--- src/task_file_pkg.sv ---
// Shared constants for the task-file register bank
package task_file_pkg;
   // Register indices on the three index lines
   localparam logic [2:0] idx_data_port = 3'h0;
   localparam logic [2:0] idx_error_feature = 3'h1;
   localparam logic [2:0] idx_transfer_count = 3'h2;
   localparam logic [2:0] idx_start_sector = 3'h3;
   localparam logic [2:0] idx_track_low = 3'h4;
   localparam logic [2:0] idx_track_high = 3'h5;
   // Operational error bit positions
   localparam int bit_link_checksum_fail = 7;
   localparam int bit_data_unrecoverable = 6;
   localparam int bit_media_swapped = 5;
   localparam int bit_sector_id_missing = 4;
   localparam int bit_media_eject_request = 3;
   localparam int bit_command_aborted = 2;
   localparam int bit_home_track_missing = 1;
   localparam int bit_address_mark_missing = 0;
   // Diagnostic result codes
   localparam logic [7:0] diag_no_error = 8'h01;
   localparam logic [7:0] diag_register_fault = 8'h02;
   localparam logic [7:0] diag_buffer_fault = 8'h03;
   localparam logic [7:0] diag_ecc_fault = 8'h04;
   localparam logic [7:0] diag_processor_fault = 8'h05;
   localparam logic [7:0] diag_second_drive_fail = 8'h80;
   // Feature and signature values
   localparam logic [7:0] feature_transfer_mode = 8'h03;
   localparam logic [7:0] smart_sig_low = 8'h4f;
   localparam logic [7:0] smart_sig_high = 8'hc2;
   // Reset and addressing values
   localparam logic [7:0] reset_zero = 8'h00;
   localparam logic [7:0] first_chs_sector = 8'h01;
   localparam logic [15:0] reset_word = 16'h0000;
   localparam logic [7:0] count_one = 8'h01;
endpackage

--- src/disk_task_file_registers.sv ---
// Host-visible command-block register bank of the disk drive interface
`timescale 1ns/1ps

// Operation
// (RQ1) Writes ignore unused bits; reads return zero in unused bits.
// (RQ2) Index 0 moves 16-bit words between host and sector buffer.
// (RQ3) Host trusts error register only while status error bit is set.
// (RQ4) Bit 7 set on Ultra DMA interface CRC mismatch.
// (RQ5) Bit 6 set on uncorrectable data field read error.
// (RQ6) Bit 4 set when requested sector is not found.
// (RQ7) Bit 2 set when a command is aborted.
// (RQ8) Bit 1 set when recalibrate misses the home track.
// (RQ9) Bit 0 set when data address mark is missing.
// (RQ10) Bits 5 and 3 are removable-media flags; fixed drive leaves them.
// (RQ11) Power-on or diagnostics loads result code without status error.
// (RQ12) Codes 01..05 name diagnostic results; 06-7F reserved.
// (RQ13) Failing second drive ORs 80h into first drive's code.
// (RQ14) Write-only features register at index 1 holds subcommand.
// (RQ15) Count gives sectors, zero meaning 256; reads zero after completion.
// (RQ16) Per sector, count decrements and sector number advances.
// (RQ17) Initialize parameters takes count as sectors per track.
// (RQ18) Set-features with 03h takes count as transfer mode.
// (RQ19) CHS sector starts at 1, shows last or failing sector.
// (RQ20) LBA bits 0-7, 8-15, 16-23 in sector, low, high registers.
// (RQ21) CHS cylinder low byte in low, bits 15-8 in high.
// (RQ22) Host loads 4Fh and C2h into cylinder registers before SMART.
// (RQ23) Host selects with chip select, index lines, then strobe.
// (RQ24) Device/head select bit picks CHS or LBA meaning.
module disk_task_file_registers #(
   parameter int data_width = 16
) (
   // Clock and reset
   input wire logic i_mclk,
   input wire logic i_resetn,
   // Host register access (active-low select and strobes)
   input wire logic i_primary_block_select_n,
   input wire logic [2:0] i_register_index_lines,
   input wire logic i_read_strobe_n,
   input wire logic i_write_strobe_n,
   input wire logic [data_width-1:0] i_host_data,
   output logic [data_width-1:0] o_host_data,
   output logic o_host_data_oe,
   // DMA data path (same port, separate qualifier)
   input wire logic i_dma_active,
   // Sector buffer side
   input wire logic [data_width-1:0] i_buffer_rdata,
   output logic o_buffer_rd,
   output logic [data_width-1:0] o_buffer_wdata,
   output logic o_buffer_wr,
   // Command engine events
   input wire logic i_command_start,
   input wire logic i_link_checksum_fail,
   input wire logic i_data_unrecoverable,
   input wire logic i_sector_id_missing,
   input wire logic i_command_aborted,
   input wire logic i_home_track_missing,
   input wire logic i_address_mark_missing,
   input wire logic i_media_swapped,
   input wire logic i_media_eject_request,
   // Diagnostics
   input wire logic i_diag_done,
   input wire logic [7:0] i_diag_code,
   input wire logic i_second_drive_fail,
   // Sector progress
   input wire logic i_lba_mode,
   input wire logic i_sector_done,
   input wire logic i_track_wrap,
   input wire logic i_command_fail,
   // Parameter capture strobes
   input wire logic i_init_params,
   input wire logic i_set_features,
   // Values for the command engine
   output logic [7:0] o_feature_select,
   output logic [8:0] o_sectors_requested,
   output logic [7:0] o_sectors_per_track,
   output logic [7:0] o_transfer_mode,
   output logic o_smart_signature_ok,
   output logic [7:0] o_start_sector,
   output logic [15:0] o_track_addr,
   output logic o_diag_mode
);

   // =====================================================
   // Access decode
   // =====================================================
   logic rd_strobe_d;
   logic wr_strobe_d;
   logic rd_event;
   logic wr_event;
   logic selected;

   // Strobe edge detect: one access per host pulse
   always_ff @(posedge i_mclk or negedge i_resetn) begin
      if (!i_resetn) begin
         rd_strobe_d <= 1'b0;
         wr_strobe_d <= 1'b0;
      end else begin
         rd_strobe_d <= !i_read_strobe_n;
         wr_strobe_d <= !i_write_strobe_n;
      end
   end

   assign selected = !i_primary_block_select_n; // RQ23
   assign rd_event = !i_read_strobe_n && !rd_strobe_d;
   assign wr_event = !i_write_strobe_n && !wr_strobe_d;

   function automatic logic hit(input logic [2:0] idx, input logic [2:0] target);
      hit = idx == target;
   endfunction

   logic data_access;
   logic wr_hit_count;
   logic wr_hit_sector;
   logic wr_hit_low;
   logic wr_hit_high;
   assign data_access = (selected || i_dma_active) && hit(i_register_index_lines, task_file_pkg::idx_data_port);
   assign wr_hit_count = selected && wr_event && hit(i_register_index_lines, task_file_pkg::idx_transfer_count);
   assign wr_hit_sector = selected && wr_event && hit(i_register_index_lines, task_file_pkg::idx_start_sector);
   assign wr_hit_low = selected && wr_event && hit(i_register_index_lines, task_file_pkg::idx_track_low);
   assign wr_hit_high = selected && wr_event && hit(i_register_index_lines, task_file_pkg::idx_track_high);

   // =====================================================
   // Data port
   // =====================================================
   // Word path straight to the sector buffer, PIO or DMA
   assign o_buffer_rd = data_access && rd_event; // RQ2
   assign o_buffer_wr = data_access && wr_event; // RQ2
   always_ff @(posedge i_mclk or negedge i_resetn) begin
      if (!i_resetn) begin
         o_buffer_wdata <= task_file_pkg::reset_word;
      end else if (data_access && wr_event) begin
         o_buffer_wdata <= i_host_data; // RQ2
      end
   end

   // =====================================================
   // Error register
   // =====================================================
   logic [7:0] error_flags;
   logic [7:0] event_bits;

   // Event vector, one position per engine fault input
   always_comb begin
      event_bits = task_file_pkg::reset_zero;
      event_bits[task_file_pkg::bit_link_checksum_fail] = i_link_checksum_fail; // RQ4
      event_bits[task_file_pkg::bit_data_unrecoverable] = i_data_unrecoverable; // RQ5
      event_bits[task_file_pkg::bit_sector_id_missing] = i_sector_id_missing; // RQ6
      event_bits[task_file_pkg::bit_command_aborted] = i_command_aborted; // RQ7
      event_bits[task_file_pkg::bit_home_track_missing] = i_home_track_missing; // RQ8
      event_bits[task_file_pkg::bit_address_mark_missing] = i_address_mark_missing; // RQ9
      // Fixed drive: these inputs are tied low by the integrator
      event_bits[task_file_pkg::bit_media_swapped] = i_media_swapped; // RQ10
      event_bits[task_file_pkg::bit_media_eject_request] = i_media_eject_request; // RQ10
   end

   // Power-on counts as a passed self-test, so the error register shows that code
   always_ff @(posedge i_mclk or negedge i_resetn) begin
      if (!i_resetn) begin
         error_flags <= task_file_pkg::diag_no_error; // RQ11 RQ12
         o_diag_mode <= 1'b1; // RQ11
      end else if (i_diag_done) begin
         // Diagnostic code replaces flags; status error bit stays untouched
         error_flags <= i_second_drive_fail ? (task_file_pkg::diag_second_drive_fail | i_diag_code)
                                            : i_diag_code; // RQ11 RQ12 RQ13
         o_diag_mode <= 1'b1; // RQ11
      end else if (i_command_start) begin
         // Flags describe the last command only; an event in the start cycle still lands
         error_flags <= event_bits;
         o_diag_mode <= 1'b0;
      end else begin
         // Sticky until the next command start or diagnostic result
         error_flags <= error_flags | event_bits;
      end
   end

   // =====================================================
   // Features, count, sector and cylinder registers
   // =====================================================
   always_ff @(posedge i_mclk or negedge i_resetn) begin
      if (!i_resetn) begin
         o_feature_select <= task_file_pkg::reset_zero;
      end else if (selected && wr_event && hit(i_register_index_lines, task_file_pkg::idx_error_feature)) begin
         o_feature_select <= i_host_data[7:0]; // RQ14 RQ1
      end
   end

   logic [7:0] transfer_count;
   always_ff @(posedge i_mclk or negedge i_resetn) begin
      if (!i_resetn) begin
         transfer_count <= task_file_pkg::count_one;
      end else if (wr_hit_count) begin
         transfer_count <= i_host_data[7:0]; // RQ1
      end else if (i_sector_done && !i_command_fail) begin
         // Wraps 0 -> ff on the first of 256, reaches zero at completion
         transfer_count <= transfer_count - task_file_pkg::count_one; // RQ15 RQ16
      end
   end
   assign o_sectors_requested = (transfer_count == task_file_pkg::reset_zero) ? 9'h100 : {1'b0, transfer_count}; // RQ15

   always_ff @(posedge i_mclk or negedge i_resetn) begin
      if (!i_resetn) begin
         o_sectors_per_track <= task_file_pkg::reset_zero;
         o_transfer_mode <= task_file_pkg::reset_zero;
      end else begin
         if (i_init_params) o_sectors_per_track <= transfer_count; // RQ17
         if (i_set_features && o_feature_select == task_file_pkg::feature_transfer_mode)
            o_transfer_mode <= transfer_count; // RQ18
      end
   end

   // Sector advances only after a clean sector, so a failure leaves the failing one
   logic [7:0] start_sector;
   logic [15:0] track_addr;
   logic [23:0] lba_next;
   assign lba_next = {track_addr, start_sector} + 24'h000001;
   always_ff @(posedge i_mclk or negedge i_resetn) begin
      if (!i_resetn) begin
         start_sector <= task_file_pkg::first_chs_sector;
         track_addr <= task_file_pkg::reset_word;
      end else begin
         if (wr_hit_sector) start_sector <= i_host_data[7:0];
         if (wr_hit_low) track_addr[7:0] <= i_host_data[7:0]; // RQ21 RQ22
         if (wr_hit_high) track_addr[15:8] <= i_host_data[7:0]; // RQ21 RQ22
         if (i_sector_done && !i_command_fail && transfer_count != task_file_pkg::count_one) begin
            if (i_lba_mode) begin
               {track_addr, start_sector} <= lba_next; // RQ20 RQ24
            end else if (i_track_wrap) begin
               start_sector <= task_file_pkg::first_chs_sector; // RQ19
            end else begin
               start_sector <= start_sector + task_file_pkg::count_one; // RQ16 RQ19
            end
         end
      end
   end
   assign o_start_sector = start_sector;
   assign o_track_addr = track_addr;
   assign o_smart_signature_ok = track_addr[7:0] == task_file_pkg::smart_sig_low
                                 && track_addr[15:8] == task_file_pkg::smart_sig_high; // RQ22

   // =====================================================
   // Read mux
   // =====================================================
   logic [data_width-1:0] next_host_data;
   always_comb begin
      next_host_data = '0; // RQ1
      case (i_register_index_lines)
         task_file_pkg::idx_data_port: next_host_data = i_buffer_rdata;
         task_file_pkg::idx_error_feature: next_host_data[7:0] = error_flags; // RQ3
         task_file_pkg::idx_transfer_count: next_host_data[7:0] = transfer_count;
         task_file_pkg::idx_start_sector: next_host_data[7:0] = start_sector;
         task_file_pkg::idx_track_low: next_host_data[7:0] = track_addr[7:0];
         task_file_pkg::idx_track_high: next_host_data[7:0] = track_addr[15:8];
         default: next_host_data = '0;
      endcase
   end

   logic mapped;
   assign mapped = i_register_index_lines <= task_file_pkg::idx_track_high;
   always_ff @(posedge i_mclk or negedge i_resetn) begin
      if (!i_resetn) begin
         o_host_data <= task_file_pkg::reset_word;
      end else if ((selected || i_dma_active) && rd_event) begin
         o_host_data <= next_host_data;
      end
   end
   assign o_host_data_oe = (selected || (i_dma_active && data_access)) && !i_read_strobe_n && rd_strobe_d && mapped;

endmodule

--- config.mk ---
export PLATFORM = sky130hd
export DESIGN_NAME = disk_task_file_registers
export DESIGN_NICKNAME = d
export VERILOG_FILES = /design/src/task_file_pkg.sv /design/src/disk_task_file_registers.sv
export SDC_FILE = /design/constraint.sdc
export NUM_CORES = 1
export LEC_CHECK = 0
export ABC_AREA = 1
export BUFFER_PORTS_ARGS = -buffer_cell sky130_fd_sc_hd__buf_2
export CORE_MARGIN = 2
export CORE_UTILIZATION = 56
export DETAILED_ROUTE_END_ITERATION = 12
export PLACE_DENSITY = 0.86
export SLEW_MARGIN = 20
export SYNTH_ARGS = -nofsm -noshare
export SYNTH_HDL_FRONTEND = slang
export SYNTH_SLANG_ARGS = --single-unit
export TNS_END_PERCENT = 10
--- constraint.sdc ---
create_clock -name i_mclk -period 3.4 [get_ports i_mclk]
set_clock_uncertainty 0.15 [all_clocks]
set_input_delay 0.85 -clock i_mclk [delete_from_list [all_inputs] [get_ports i_mclk]]
set_output_delay 0.85 -clock i_mclk [all_outputs]
set_load 0.01 [all_outputs]
==> results of run 1 <==
## metal layers
metal | vias to the layer above | share of wire | GRT usage
met1 | 2540 | 0.42 | 0.4246
li1 | 2591 | - | -
met3 | 36 | 0.080 | 0.04993
met2 | 281 | 0.47 | 0.5182
met4 | 0 | 0.029 | 0.1282
met5 | - | 0 | 0
## final timing paths
path,start,end,cells past startpoint
max,i_register_index_lines[0],o_host_data_oe,5
min,o_diag_mode$_DFFE_PN1P_,o_diag_mode$_DFFE_PN1P_,2
max reg2reg,o_start_sector[0]$_DFFE_PN1P_,o_track_addr[2]$_DFF_PN0_,7
min reg2reg,o_diag_mode$_DFFE_PN1P_,o_diag_mode$_DFFE_PN1P_,2
max in group asynchronous,i_resetn,o_diag_mode$_DFFE_PN1P_,2
min in group asynchronous,i_resetn,o_transfer_mode[0]$_DFFE_PN0P_,1
## where the power goes
group,internal (mW),total (mW),leakage (nW),switching (mW)
clock network,0.345,0.778,0.0901,0.432
registers,1.45,1.79,1.23,0.336
logic,0.508,1.30,2.00,0.792
## Yosys cell counts, types with 6 or more instances
library cell	instances	area (um2)
sky130_fd_sc_hd__nand2_1	220	825.8
sky130_fd_sc_hd__dfrtp_1	95	2377
sky130_fd_sc_hd__nor2_1	94	352.8
sky130_fd_sc_hd__o21ai_0	60	300.3
sky130_fd_sc_hd__inv_1	56	210.2
sky130_fd_sc_hd__a21oi_1	40	200.2
sky130_fd_sc_hd__nand3_1	37	185.2
sky130_fd_sc_hd__xor2_1	14	122.6
sky130_fd_sc_hd__clkbuf_1	12	45.04
sky130_fd_sc_hd__o21ai_1	6	30.03
sky130_fd_sc_hd__o22ai_1	6	37.54
## cell type report
class | count | area (um2)
well taps | 129 | 161.4
clock buffers | 11 | 131.4
flip-flops and latches | 99 | 2482
clock inverters | 5 | 62.56
fillers | 824 | 2873
inverters | 63 | 239.0
repair buffers | 163 | 840.8
multi-input cells | 527 | 2494
## registers in the layout, summed over array words and instances, names as in the netlist, 8 cells and up
| name | flops |
|---|---|
| o_sectors_per_track | 8 |
| o_buffer_wdata | 16 |
| transfer_count | 8 |
| o_feature_select | 8 |
| o_host_data | 16 |
| o_start_sector | 8 |
| error_flags | 8 |
| o_track_addr | 16 |
| o_transfer_mode | 8 |
## logic make-up after synthesis
| logic type | count (synthesis) |
|---|---|
| AO/OA/AOI/OAI | 127 |
| XOR/XNOR | 15 |
| adder cells (fa/ha/maj) | 3 |
| buffers and inverters | 87 |
| flip-flops | 99 |
| multiplexers | 8 |
| AND/OR/NAND/NOR | 374 |
## metrics by stage
| step | std cells | hold slack [ns] | utilization | power [mW] | worst slack [ns] |
|---|---|---|---|---|---|
| 2_1_floorplan | 713 | 0.3193 | - | 2.521 | 0.7688 |
| 3_5_place_dp | 981 | 0.3179 | 0.6697 | 3.091 | 0.4970 |
| 6_report | 997 | 0.3260 | 0.6906 | 3.868 | 0.4795 |
| 5_1_grt | 997 | 0.3715 | 0.6906 | 4.121 | 0.2853 |
| 3_3_place_gp | 981 | 0.3039 | 0.6697 | 3.041 | 0.5402 |
| 4_1_cts | 997 | 0.3297 | 0.6906 | 3.862 | 0.4813 |
## worst max-delay path, delay by kind of cell
family,cells,cell delay (ns)
buf+inv,2,0.31
compound gates,1,0.23
simple gates,2,0.53
==> results, run 1 <==
- The delay of the slowest cell on the worst path is 0.40 ns.
- The post-synthesis instance area is 5361 um2.
- Of the total synthesized cell area, the portion taken by AND, OR, NAND and NOR gates is 0.2880.
- The proportion of layout cells with a drive suffix above 1 is 0.2396.
- Leaving out fill and tap cells, the most frequent cell in the layout is sky130_fd_sc_hd__nand2_1.
- The initial utilization of the core area, before any placement, comes to 0.5775.
- In this run the worst hold path is classified as flop to flop.
- The total number of vias is 5448.
- The worst-margin pin slew is 0.7271 ns.
- The area added between synthesis and finish is 19.58%.
- The headroom to the max-slew limit is 0.5153.
- The global-route wire length before repair is 25.51 mm.
- The mean instance size in the synthesized netlist is 7.519 um2.
- In the global route stage, overall resource usage came out at 0.3167.
- Setup repair after global routing left no endpoint under its margin.
- The prevailing post-synth register cell is sky130_fd_sc_hd__dfrtp_1.
- Post-CTS repair changed the size of 0 cells.
- The minimum clock period is 2.920 ns.
- In this run the standard cell core region covers 9284 um2.
- The slack of the worst reg-to-reg path is 1.20 ns.
- Traced cell by cell, the critical path runs through buf_2 > nor2_1 > nand2_4 > a211oi_1 > buf_2.
- The largest fanout of any net on the critical path is 7.
- The tree built by TritonCTS fans out to 99 sinks.
- The final layout contains routed wiring with a total length of 16.04 mm.
- The count of unique library cells instantiated by Yosys is 40.
- The max-slew violation count came to 0.
- The die covers 10370 um2.
- The clock buffer count from CTS is 9.
- Pin placement for this block handled 160 I/O pins.
- The post-synthesis xor/xnor area fraction is 0.02450.
- After detailed routing, the number of remaining DRC violations is 0.
- TritonCTS built the clock tree.
- The total overflow left after global routing is 0.
- After detailed routing, the average wire length per cell comes to 16.09 um.
- The starting DRC count in detailed routing is 415.
- The launching element type of the critical path is an input pin.
- Summed over all failing endpoints, the final setup total negative slack is 0 ns.
- Once the clock tree was built, the setup fixing pass inserted 0 buffers.
- The via count of the first global-routing pass was 5190.
- The leakage component of the power is 3.321 nW.
- The critical path is of the input pin to output port type.
- The slowest stage cell on the critical path is sky130_fd_sc_hd__nor2_1.
- In the synthesized netlist, the number of instances is 713.
- The largest buffer count on any clock path is 2.
- The count of warnings emitted by yosys is 0.
- The H-tree level count is 3.
- The period utilization is 0.8590.
- The number of maximum-capacitance constraint violations is 0.
- When the netlist entered floorplanning its net count stood at 782.
- In this run the vertical extent of the chip is 101.8 um.
- The number of optimization iterations in the first detailed-route pass is 5.
- The wire-length estimate of the detail-placed layout is 12.17 mm.
- The post-synthesis compound-gate area fraction came to 0.1288.
- The number of vias per cell after detailed routing is 5.464.
- The number of nets at the end of the flow is 932.
- The fmax is 0.3424 GHz.
- The number of synthesized flops with an enable pin is 0.
- For this design the ratio of total power to cell area is 603.2 nW/um2.
- The die is 101.8 um wide.
- After floorplanning, the core was divided into 35 placement rows.
- Once layout is done, the placed cells without fillers occupy 6411 um2.
- The root cell of the clock tree is sky130_fd_sc_hd__clkbuf_8.
- The combinational family with the most area after synthesis is simple AND/OR/NAND/NOR gates.
- The share of synthesized area occupied by flip-flops and latches is 0.4630.
- The data required time of the critical path is 2.40 ns.
- Setup violations remaining at the end of the flow were counted as 0.
- The portion of synthesized area spent on multiplexers is 0.01680.
- Counting flops and latches in the post-synthesis netlist gives 99.
- The arithmetic-cell share of the synthesized area counting full adders, half adders and majority gates is 0.007001.
- The count of input and output buffers is 159.
- The congestion estimate from routability-driven global placement came to 1.006.
- The number of antenna diodes in the final layout is 0.
- The initial antenna violation count is 0.
- The nature of the critical path endpoint is an output port.
- The number of antenna-violating nets in the routed design is 0.
- The clock transition at the register clock pins on the worst setup and hold paths after CTS is 0.09 ns.
- The number of buffers inserted by hold repair at cts is 0.
- The maximum number of pins on one net before global-route repair is 52.
- The placed instances occupy a cell area of 6217 um2.
- The cell occurring most often along the worst timing path is sky130_fd_sc_hd__buf_2.
- The final hold violation count was 0.
- The share of flip-flops with an asynchronous set or reset after synthesis is 1.000.
- The top cell types in the final layout, fill and taps aside, are sky130_fd_sc_hd__nand2_1 (220), sky130_fd_sc_hd__buf_2 (158), sky130_fd_sc_hd__dfrtp_1 (95).
- At the later pin of the worst-skew pair, clock insertion delay measures 0.38 ns.
- The worst-case IR drop observed on VDD is 0.3035 mV.
- At the worst endpoint, the arrival time is 1.92 ns.
- The flow ran to the end, and the final reports show no timing, DRC or antenna violations.
Note: power is estimated with default switching activity, not from simulation.
==> run 2: changes to the inputs <==
ABC_AREA = not set   (was 1)
CORE_UTILIZATION = 55   (was 56)
PLACE_DENSITY = 0.85   (was 0.86)
==> results, run 2 <==
- Counting flops with a built-in enable in the synthesized netlist gives 0.
- In this run, post-CTS repair resized a total of 0 instances.
- The number of clock buffers added by TritonCTS is 9.
- The final hold violation count was 0.
- The netlist uses 60 different library cells.
- The number of maximum-capacitance constraint violations is 0.
- The area of the placeable core is 8806 um2.
- Walking the worst path, the cells encountered are or4_4 > nor4b_1 > nor2_1 > buf_2.
- The H-tree level count is 3.
- The worst hold path belongs to the class flop to flop.
- The areal power density over the cells is 590.1 nW/um2.
- In this run the vertical extent of the chip is 99.92 um.
- Of all nets on the critical path, the largest fanout is 8.
- The count of warnings emitted by yosys is 0.
- After technology mapping, the gate count stands at 504.
- The proportion of layout cells with a drive suffix above 1 is 0.3679.
- The mean routed wirelength per cell is 18.72 um.
- The run finished with clean final reports.
- The number of setup buffers added after CTS is 0.
- The leakage component of the power is 2.962 nW.
- The number of nets handed over by synthesis was 573.
- The weighted congestion reported at the end of routability-driven placement is 0.9000.
- STA classifies the critical path startpoint as a flop.
- Of the post-synthesis cell area, the dominant cell type holds 0.4698.
- The sum of buffers and inverters on the critical path is 1.
- The most used flip-flop cell after synthesis is sky130_fd_sc_hd__dfrtp_1.
- The number of placed instances, taps included is 747.
- For this run, the top clock speed supported by timing is 0.3063 GHz.
- After synthesis the netlist holds a flip-flop and latch count of 99.
- The maximum number of pins on one net before global-route repair is 52.
- The final setup slack of the worst path is 0.1357 ns.
- The placement-stage cell area is 5909 um2.
- The number of top-level design ports is 160.
- The via count of the first global-routing pass came to 4445.
- The total die area is 9983 um2.
- The post-route total power is 3.622 mW.
- The root cell of the clock tree is sky130_fd_sc_hd__clkbuf_8.
- In the post-synthesis netlist, the cell with the most instances is sky130_fd_sc_hd__dfrtp_1.
- Across the VDD grid, the largest voltage drop is 0.3743 mV.
- Dividing the synthesized area by the synthesized cell count gives 10.04 um2.
- The post-placement setup slack is 0.3649 ns.
- The startpoint-to-endpoint class of the critical path is flop to output port.
- The max-slew violation count is 0.
- For the pin with the worst max-slew slack, the measured transition is 0.8687 ns.
- The global-route wire length before repair is 22.33 mm.
- During placement, the flow inserted port buffers numbering 159.
- The number of antenna-violating nets in the routed design is 0.
- Setup total negative slack on the finished layout was measured at 0 ns.
- Setup repair after global routing left no endpoint under its margin.
- The initial antenna violation count was 0.
- After global routing the overflow that remains totals 0.
- The library cell used most frequently in the layout, excluding fill and tap cells, is sky130_fd_sc_hd__buf_2.
- Counting I/O delays and the setup requirement, the final critical path takes 3.264 ns.
- The largest buffer count on any clock path is 2.
- The period utilization is 0.9601.
- The detailed router placed 4653 vias in this run.
- In this design, the stage delay of the slowest critical-path cell is 0.64 ns.
- The number of vias per cell after detailed routing is 6.098.
- For this block, the routed nets add up to 14.28 mm of wire.
- The nature of the critical path endpoint is an output port.
- TritonCTS built the clock tree.
- The area growth from synthesis to layout is 21.32%.
- The layout has 666 filler cells.
- In this run, the number of DRC markers left after iteration 0 of detailed routing was 280.
- The post-detailed-placement half-perimeter wirelength is 10.68 mm.
- The final-layout worst hold slack is 0.3249 ns.
- The final non-filler cell total is 763.
- The first TritonRoute pass finished after 4 iterations.
- On the critical path, the stage with the largest delay is an instance of sky130_fd_sc_hd__or4_4.
- For this run, the register share of the synthesized area comes to 0.4906.
- In the layout the commonest cells are sky130_fd_sc_hd__buf_2 (158), sky130_fd_sc_hd__dfrtp_1 (95), sky130_fd_sc_hd__nand2_1 (52).
- The headroom to the max-slew limit is 0.4164.
- For this run, asynchronously set or reset flops after synthesis account for 1.000.
- The die width is 99.92 um.
- The number of buffers inserted by hold repair at cts is 0.
- In this run the core area contains 34 standard-cell rows.
- In this design, the largest share of critical-path delay is due to simple AND/OR/NAND/NOR gates.
- In the global route stage, overall resource usage came out at 0.2846.
- The biggest area contributor in the post-synthesis netlist is sky130_fd_sc_hd__dfrtp_1.
- Summing every instance area after synthesis gives 5060 um2.
- The data required time of the critical path is 2.40 ns.
- At the end of the flow, the number of nets in the layout was 719.
- The remaining routing DRC violations is 0.
- The repair_antennas step left the layout with diodes totalling 0.
- Sorting the synthesized cells by area gives the leading types as sky130_fd_sc_hd__dfrtp_1 (47%), sky130_fd_sc_hd__mux2_2 (8.5%), sky130_fd_sc_hd__nand2_1 (3.9%).
- Clock tree synthesis found a total of 99 sinks.
- The clock transition at the register clock pins on the worst setup and hold paths after CTS is 0.10 ns.
- The total setup violations reported at the end of the flow is 0.
- The insertion delay to the later sink of the worst-skew pair is 0.37 ns.
- The final design area excluding fillers is 6138 um2.
- The arrival time of the worst setup path is 2.26 ns.
- The commonest cells after synthesis are sky130_fd_sc_hd__dfrtp_1 (95), sky130_fd_sc_hd__nand2_1 (52), sky130_fd_sc_hd__nor2_1 (50).
- The initial utilization of the core area, before any placement, comes to 0.5746.
- At the end of the flow the core is filled with cells to 0.6971.
run 2: cell count changes after synthesis, sizes merged, moves of 12 or more:
| cell | before | now |
|---|---|---|
| nor2 | 99 | 50 |
| xor2 | 14 | 2 |
| nand3 | 38 | 25 |
| mux2i | 0 | 12 |
| inv | 62 | 10 |
| mux2 | 8 | 38 |
| o21ai | 70 | 32 |
| nand2 | 226 | 52 |
run 2: path summary, 6_finish.rpt:
path / start / endpoint / slack, ns / cells after the start
worst max-delay path: transfer_count[3]$_DFFE_PN0P_ / o_sectors_requested[1] / 0.14 / 4
worst min-delay path: o_host_data[11]$_DFFE_PN0P_ / o_host_data[11]$_DFFE_PN0P_ / 0.32 / 2
worst max register to register: transfer_count[1]$_DFFE_PN0P_ / o_track_addr[14]$_DFF_PN0_ / 0.74 / 7
worst min register to register: o_host_data[11]$_DFFE_PN0P_ / o_host_data[11]$_DFFE_PN0P_ / 0.32 / 2
max in group asynchronous: i_resetn / o_feature_select[1]$_DFFE_PN0P_ / 2.06 / 2
min in group asynchronous: i_resetn / o_track_addr[4]$_DFF_PN0_ / 0.33 / 1
run 2: kinds of logic (layout without fill, tap and decap cells):
group                      Yosys count  after routing  share of synthesized area
and+or+nand+nor                    187            187                     0.1783
AOI/OAI and AO/OA                  107            107                     0.1372
DFF                                 99             99                     0.4906
muxes                               55             55                     0.1306
buffers and inverters               45            196                    0.04204
xor gates and xnor gates             8              8                    0.01385
adders and majority gates            3              3                   0.007419
run 2: where the power goes:
group | internal (mW) | switching [mW]
registers | 1.44 | 0.286
clock network | 0.428 | 0.445
logic | 0.486 | 0.535
run 2: routing by layer:
metal	global-route usage	part of all wire
met2	0.4719	0.49
met5	0	0
met3	0.05501	0.090
met4	0.08535	0.012
met1	0.3841	0.40
run 2: area by class of cell:
type                    count  area (um2)  share of cell area
flip-flops and latches     99        2482              0.4044
multi-input cells         360        2365              0.3852
repair buffers            169       885.9              0.1443
well taps                 108       135.1             0.02201
clock buffers               9       123.9             0.02018
clock inverters             7       105.1             0.01712
inverters                  11       41.29            0.006726
run 2: worst reg2reg max path, cell delays in order, from the launching register on:
cell                       delay, ns
sky130_fd_sc_hd__dfrtp_1        0.44
sky130_fd_sc_hd__inv_1          0.17
sky130_fd_sc_hd__ha_1           0.16
sky130_fd_sc_hd__or3b_2         0.52
sky130_fd_sc_hd__o211ai_4       0.46
sky130_fd_sc_hd__nand2_1        0.32
sky130_fd_sc_hd__o221ai_1       0.27
sky130_fd_sc_hd__a31oi_1        0.06
==> run 3: changes to the inputs <==
PLACE_DENSITY = 0.87   (was 0.85)
==> results, run 3 (synthesized netlist as in run 2, its figures left out) <==
- In the routed layout, each cell is associated on average with a via count of 6.144.
- The via count of the first global-routing pass was 4494.
- The worst-case IR drop observed on VDD is 0.3653 mV.
- The total number of vias is 4694.
- Walking the worst path, the cells encountered are or4_4 > nor4b_2 > nor2_1 > buf_2.
- The placement-stage cell area is 5904 um2.
- After global routing the overflow that remains totals 0.
- The capture instance of the worst register-to-register path is o_start_sector[4]$_DFFE_PN0P_.
- Across the run, the number of max-cap violations was 0.
- The type of the most critical hold path is flop to flop.
- The maximum number of pins on one net before global-route repair is 64.
- The final antenna diode count is 0.
- The initial cell density of the core is 0.5746.
- Counting every sink on the clock net gives 99.
- The number of cell instances on the worst register-to-register path is 5.
- The global-route wire length before repair is 23.27 mm.
- The insertion delay to the later sink of the worst-skew pair is 0.37 ns.
- The total die area is 9983 um2.
- The worst setup path startpoint is transfer_count[3]$_DFFE_PN0P_.
- The final hold violation count is 0.
- The headroom to the max-slew limit is 0.4679.
- STA classifies the critical path endpoint as an output port.
- The worst hold path cell count is 2.
- The H-tree level count is 3.
- For hold timing, the worst endpoint is o_host_data[12]$_DFFE_PN0P_.
- The data required time of the critical path is 2.40 ns.
- The period utilization is 0.9400.
- The clock buffer count from CTS is 9.
- The number of setup buffers added after CTS is 0.
- The slowest stage of the critical path is the sky130_fd_sc_hd__or4_4 cell.
- The slack of the worst reg-to-reg path is 0.69 ns.
- At the pin with the least slew margin, the transition time is 0.7982 ns.
- The fmax is 0.3129 GHz.
- The minimum clock period is 3.196 ns.
- After legalization and detailed placement, the total HPWL measured 10.89 mm.
- The overall routed net length is 14.93 mm.
- The clock transition at the register clock pins on the worst setup and hold paths after CTS is 0.10 ns.
- No sink is reached through more buffers than the 2 on the longest clock path.
- Setup violations remaining at the end of the flow were counted as 0.
- For this run, the post-layout net count is 720.
- At the placement stage, the worst setup path has a slack of 0.3191 ns.
- The number of antenna-violating nets in the routed design is 0.
- The die extent in y is 99.92 um.
- The max-slew violation count is 0.
- For this run, the share of the core covered by cells in the final layout is 0.6959.
- The finished cells cover 6128 um2.
- The worst hold path begins at o_host_data[12]$_DFFE_PN0P_.
- The number of optimization iterations in the first detailed-route pass is 5.
- The clock tree from TritonCTS is yes.
- In the final routed layout, each cell accounts on average for 19.54 um.
- The area added between synthesis and finish is 21.12%.
- The flow ran to the end, and the final reports show no timing, DRC or antenna violations.
- In the routed design, unresolved DRC markers number 0.
- The startpoint-to-endpoint class of the critical path is flop to output port.
- In this run the power density over the cells is 591.6 nW/um2.
- The launching element type of the critical path is a flop.
- The number of cell rows is 34.
- Setup repair after global routing left no endpoint under its margin.
- After layout, the worst setup slack is 0.2040 ns.
- The root cell of the clock tree is sky130_fd_sc_hd__clkbuf_8.
- The most common cell after layout, fill and taps aside is sky130_fd_sc_hd__buf_2.
- The count of input and output buffers is 159.
- The area of the placeable core is 8806 um2.
- The starting DRC count in detailed routing is 417.
- The total global routing track utilization is 0.2978.
- The initial antenna violation count is 0.
- During I/O placement, the number of pins put on the boundary was 160.
- In this run the static leakage power is 2.951 nW.
- The weighted congestion reported at the end of routability-driven placement is 0.9433.
- Of the cells placed in the final design, the portion with a size suffix greater than 1 is 0.3674.
- The worst register-to-register path begins at transfer_count[0]$_DFFE_PN1P_.
- Leaving out fill and tap cells, the most frequent cells in the layout are sky130_fd_sc_hd__buf_2 (158), sky130_fd_sc_hd__dfrtp_1 (95), sky130_fd_sc_hd__nand2_1 (52).
- The die width is 99.92 um.
- The final setup TNS is 0 ns.
- The arrival time of the worst setup path is 2.20 ns.
- The largest fanout of any net on the critical path is 8.
- In this design, the stage delay of the slowest critical-path cell is 0.66 ns.
run 3: cell types whose count changed in the layout (fill, tap and decap cells not counted):
| cell | change |
|---|---|
| sky130_fd_sc_hd__clkinvlp_4 | +1 |
| sky130_fd_sc_hd__buf_12 | -1 |
| sky130_fd_sc_hd__buf_4 | +2 |
| sky130_fd_sc_hd__nor4b_1 | -1 |
| sky130_fd_sc_hd__clkbuf_1 | +2 |
| sky130_fd_sc_hd__nor4b_2 | +1 |
| sky130_fd_sc_hd__inv_6 | -3 |
run 3: cell type report:
class	instances	area [um2]
Fill cell	674	2678
Sequential cell	99	2482
Tap cell	108	135.1
Clock buffer	11	131.4
Timing Repair Buffer	170	880.8
Inverter	11	41.29
Clock inverter	5	86.33
Multi-Input combinational cell	360	2371
run 3: worst max path at each step:
stage               slack (ns)                     end
finish                    0.20  o_sectors_requested[1]
global route              0.04  o_sectors_requested[1]
CTS                       0.07  o_sectors_requested[1]
detailed placement        0.32             o_buffer_wr
global placement          0.33             o_buffer_wr
floorplan                 0.22             o_buffer_wr
run 3: critical path: cells and delay by family (launching register included):
kind                   cells  cell delay (ns)
and+or+nand+nor            3             1.17
DFF                        1             0.50
buffers and inverters      1             0.15
run 3: timing repair:
item,in CTS,in global routing
hold buffers,0,0
gates resized for setup,0,1
endpoints found under the setup margin,0,3
run 3: per-layer routing:
| layer | track usage | share of wire | vias to the layer above |
|---|---|---|---|
| li1 | - | - | 2120 |
| met1 | 0.3997 | 0.40 | 2260 |
| met2 | 0.4906 | 0.48 | 271 |
| met3 | 0.06128 | 0.084 | 43 |
| met4 | 0.09484 | 0.027 | 0 |
| met5 | 0 | 0 | - |
run 3: power by group:
group	internal, mW	switching [mW]
Clock	0.421	0.418
Sequential	1.44	0.292
Combinational	0.492	0.560
run 3: per-stage QoR:
stage               total power [mW]  instances  hold WS (ns)
floorplan                      2.303        504        0.3570
global placement               2.734        748        0.2938
detailed placement             2.794        748        0.3079
CTS                            3.620        764        0.3276
global route                   3.804        764        0.3485
finish                         3.626        764        0.3201
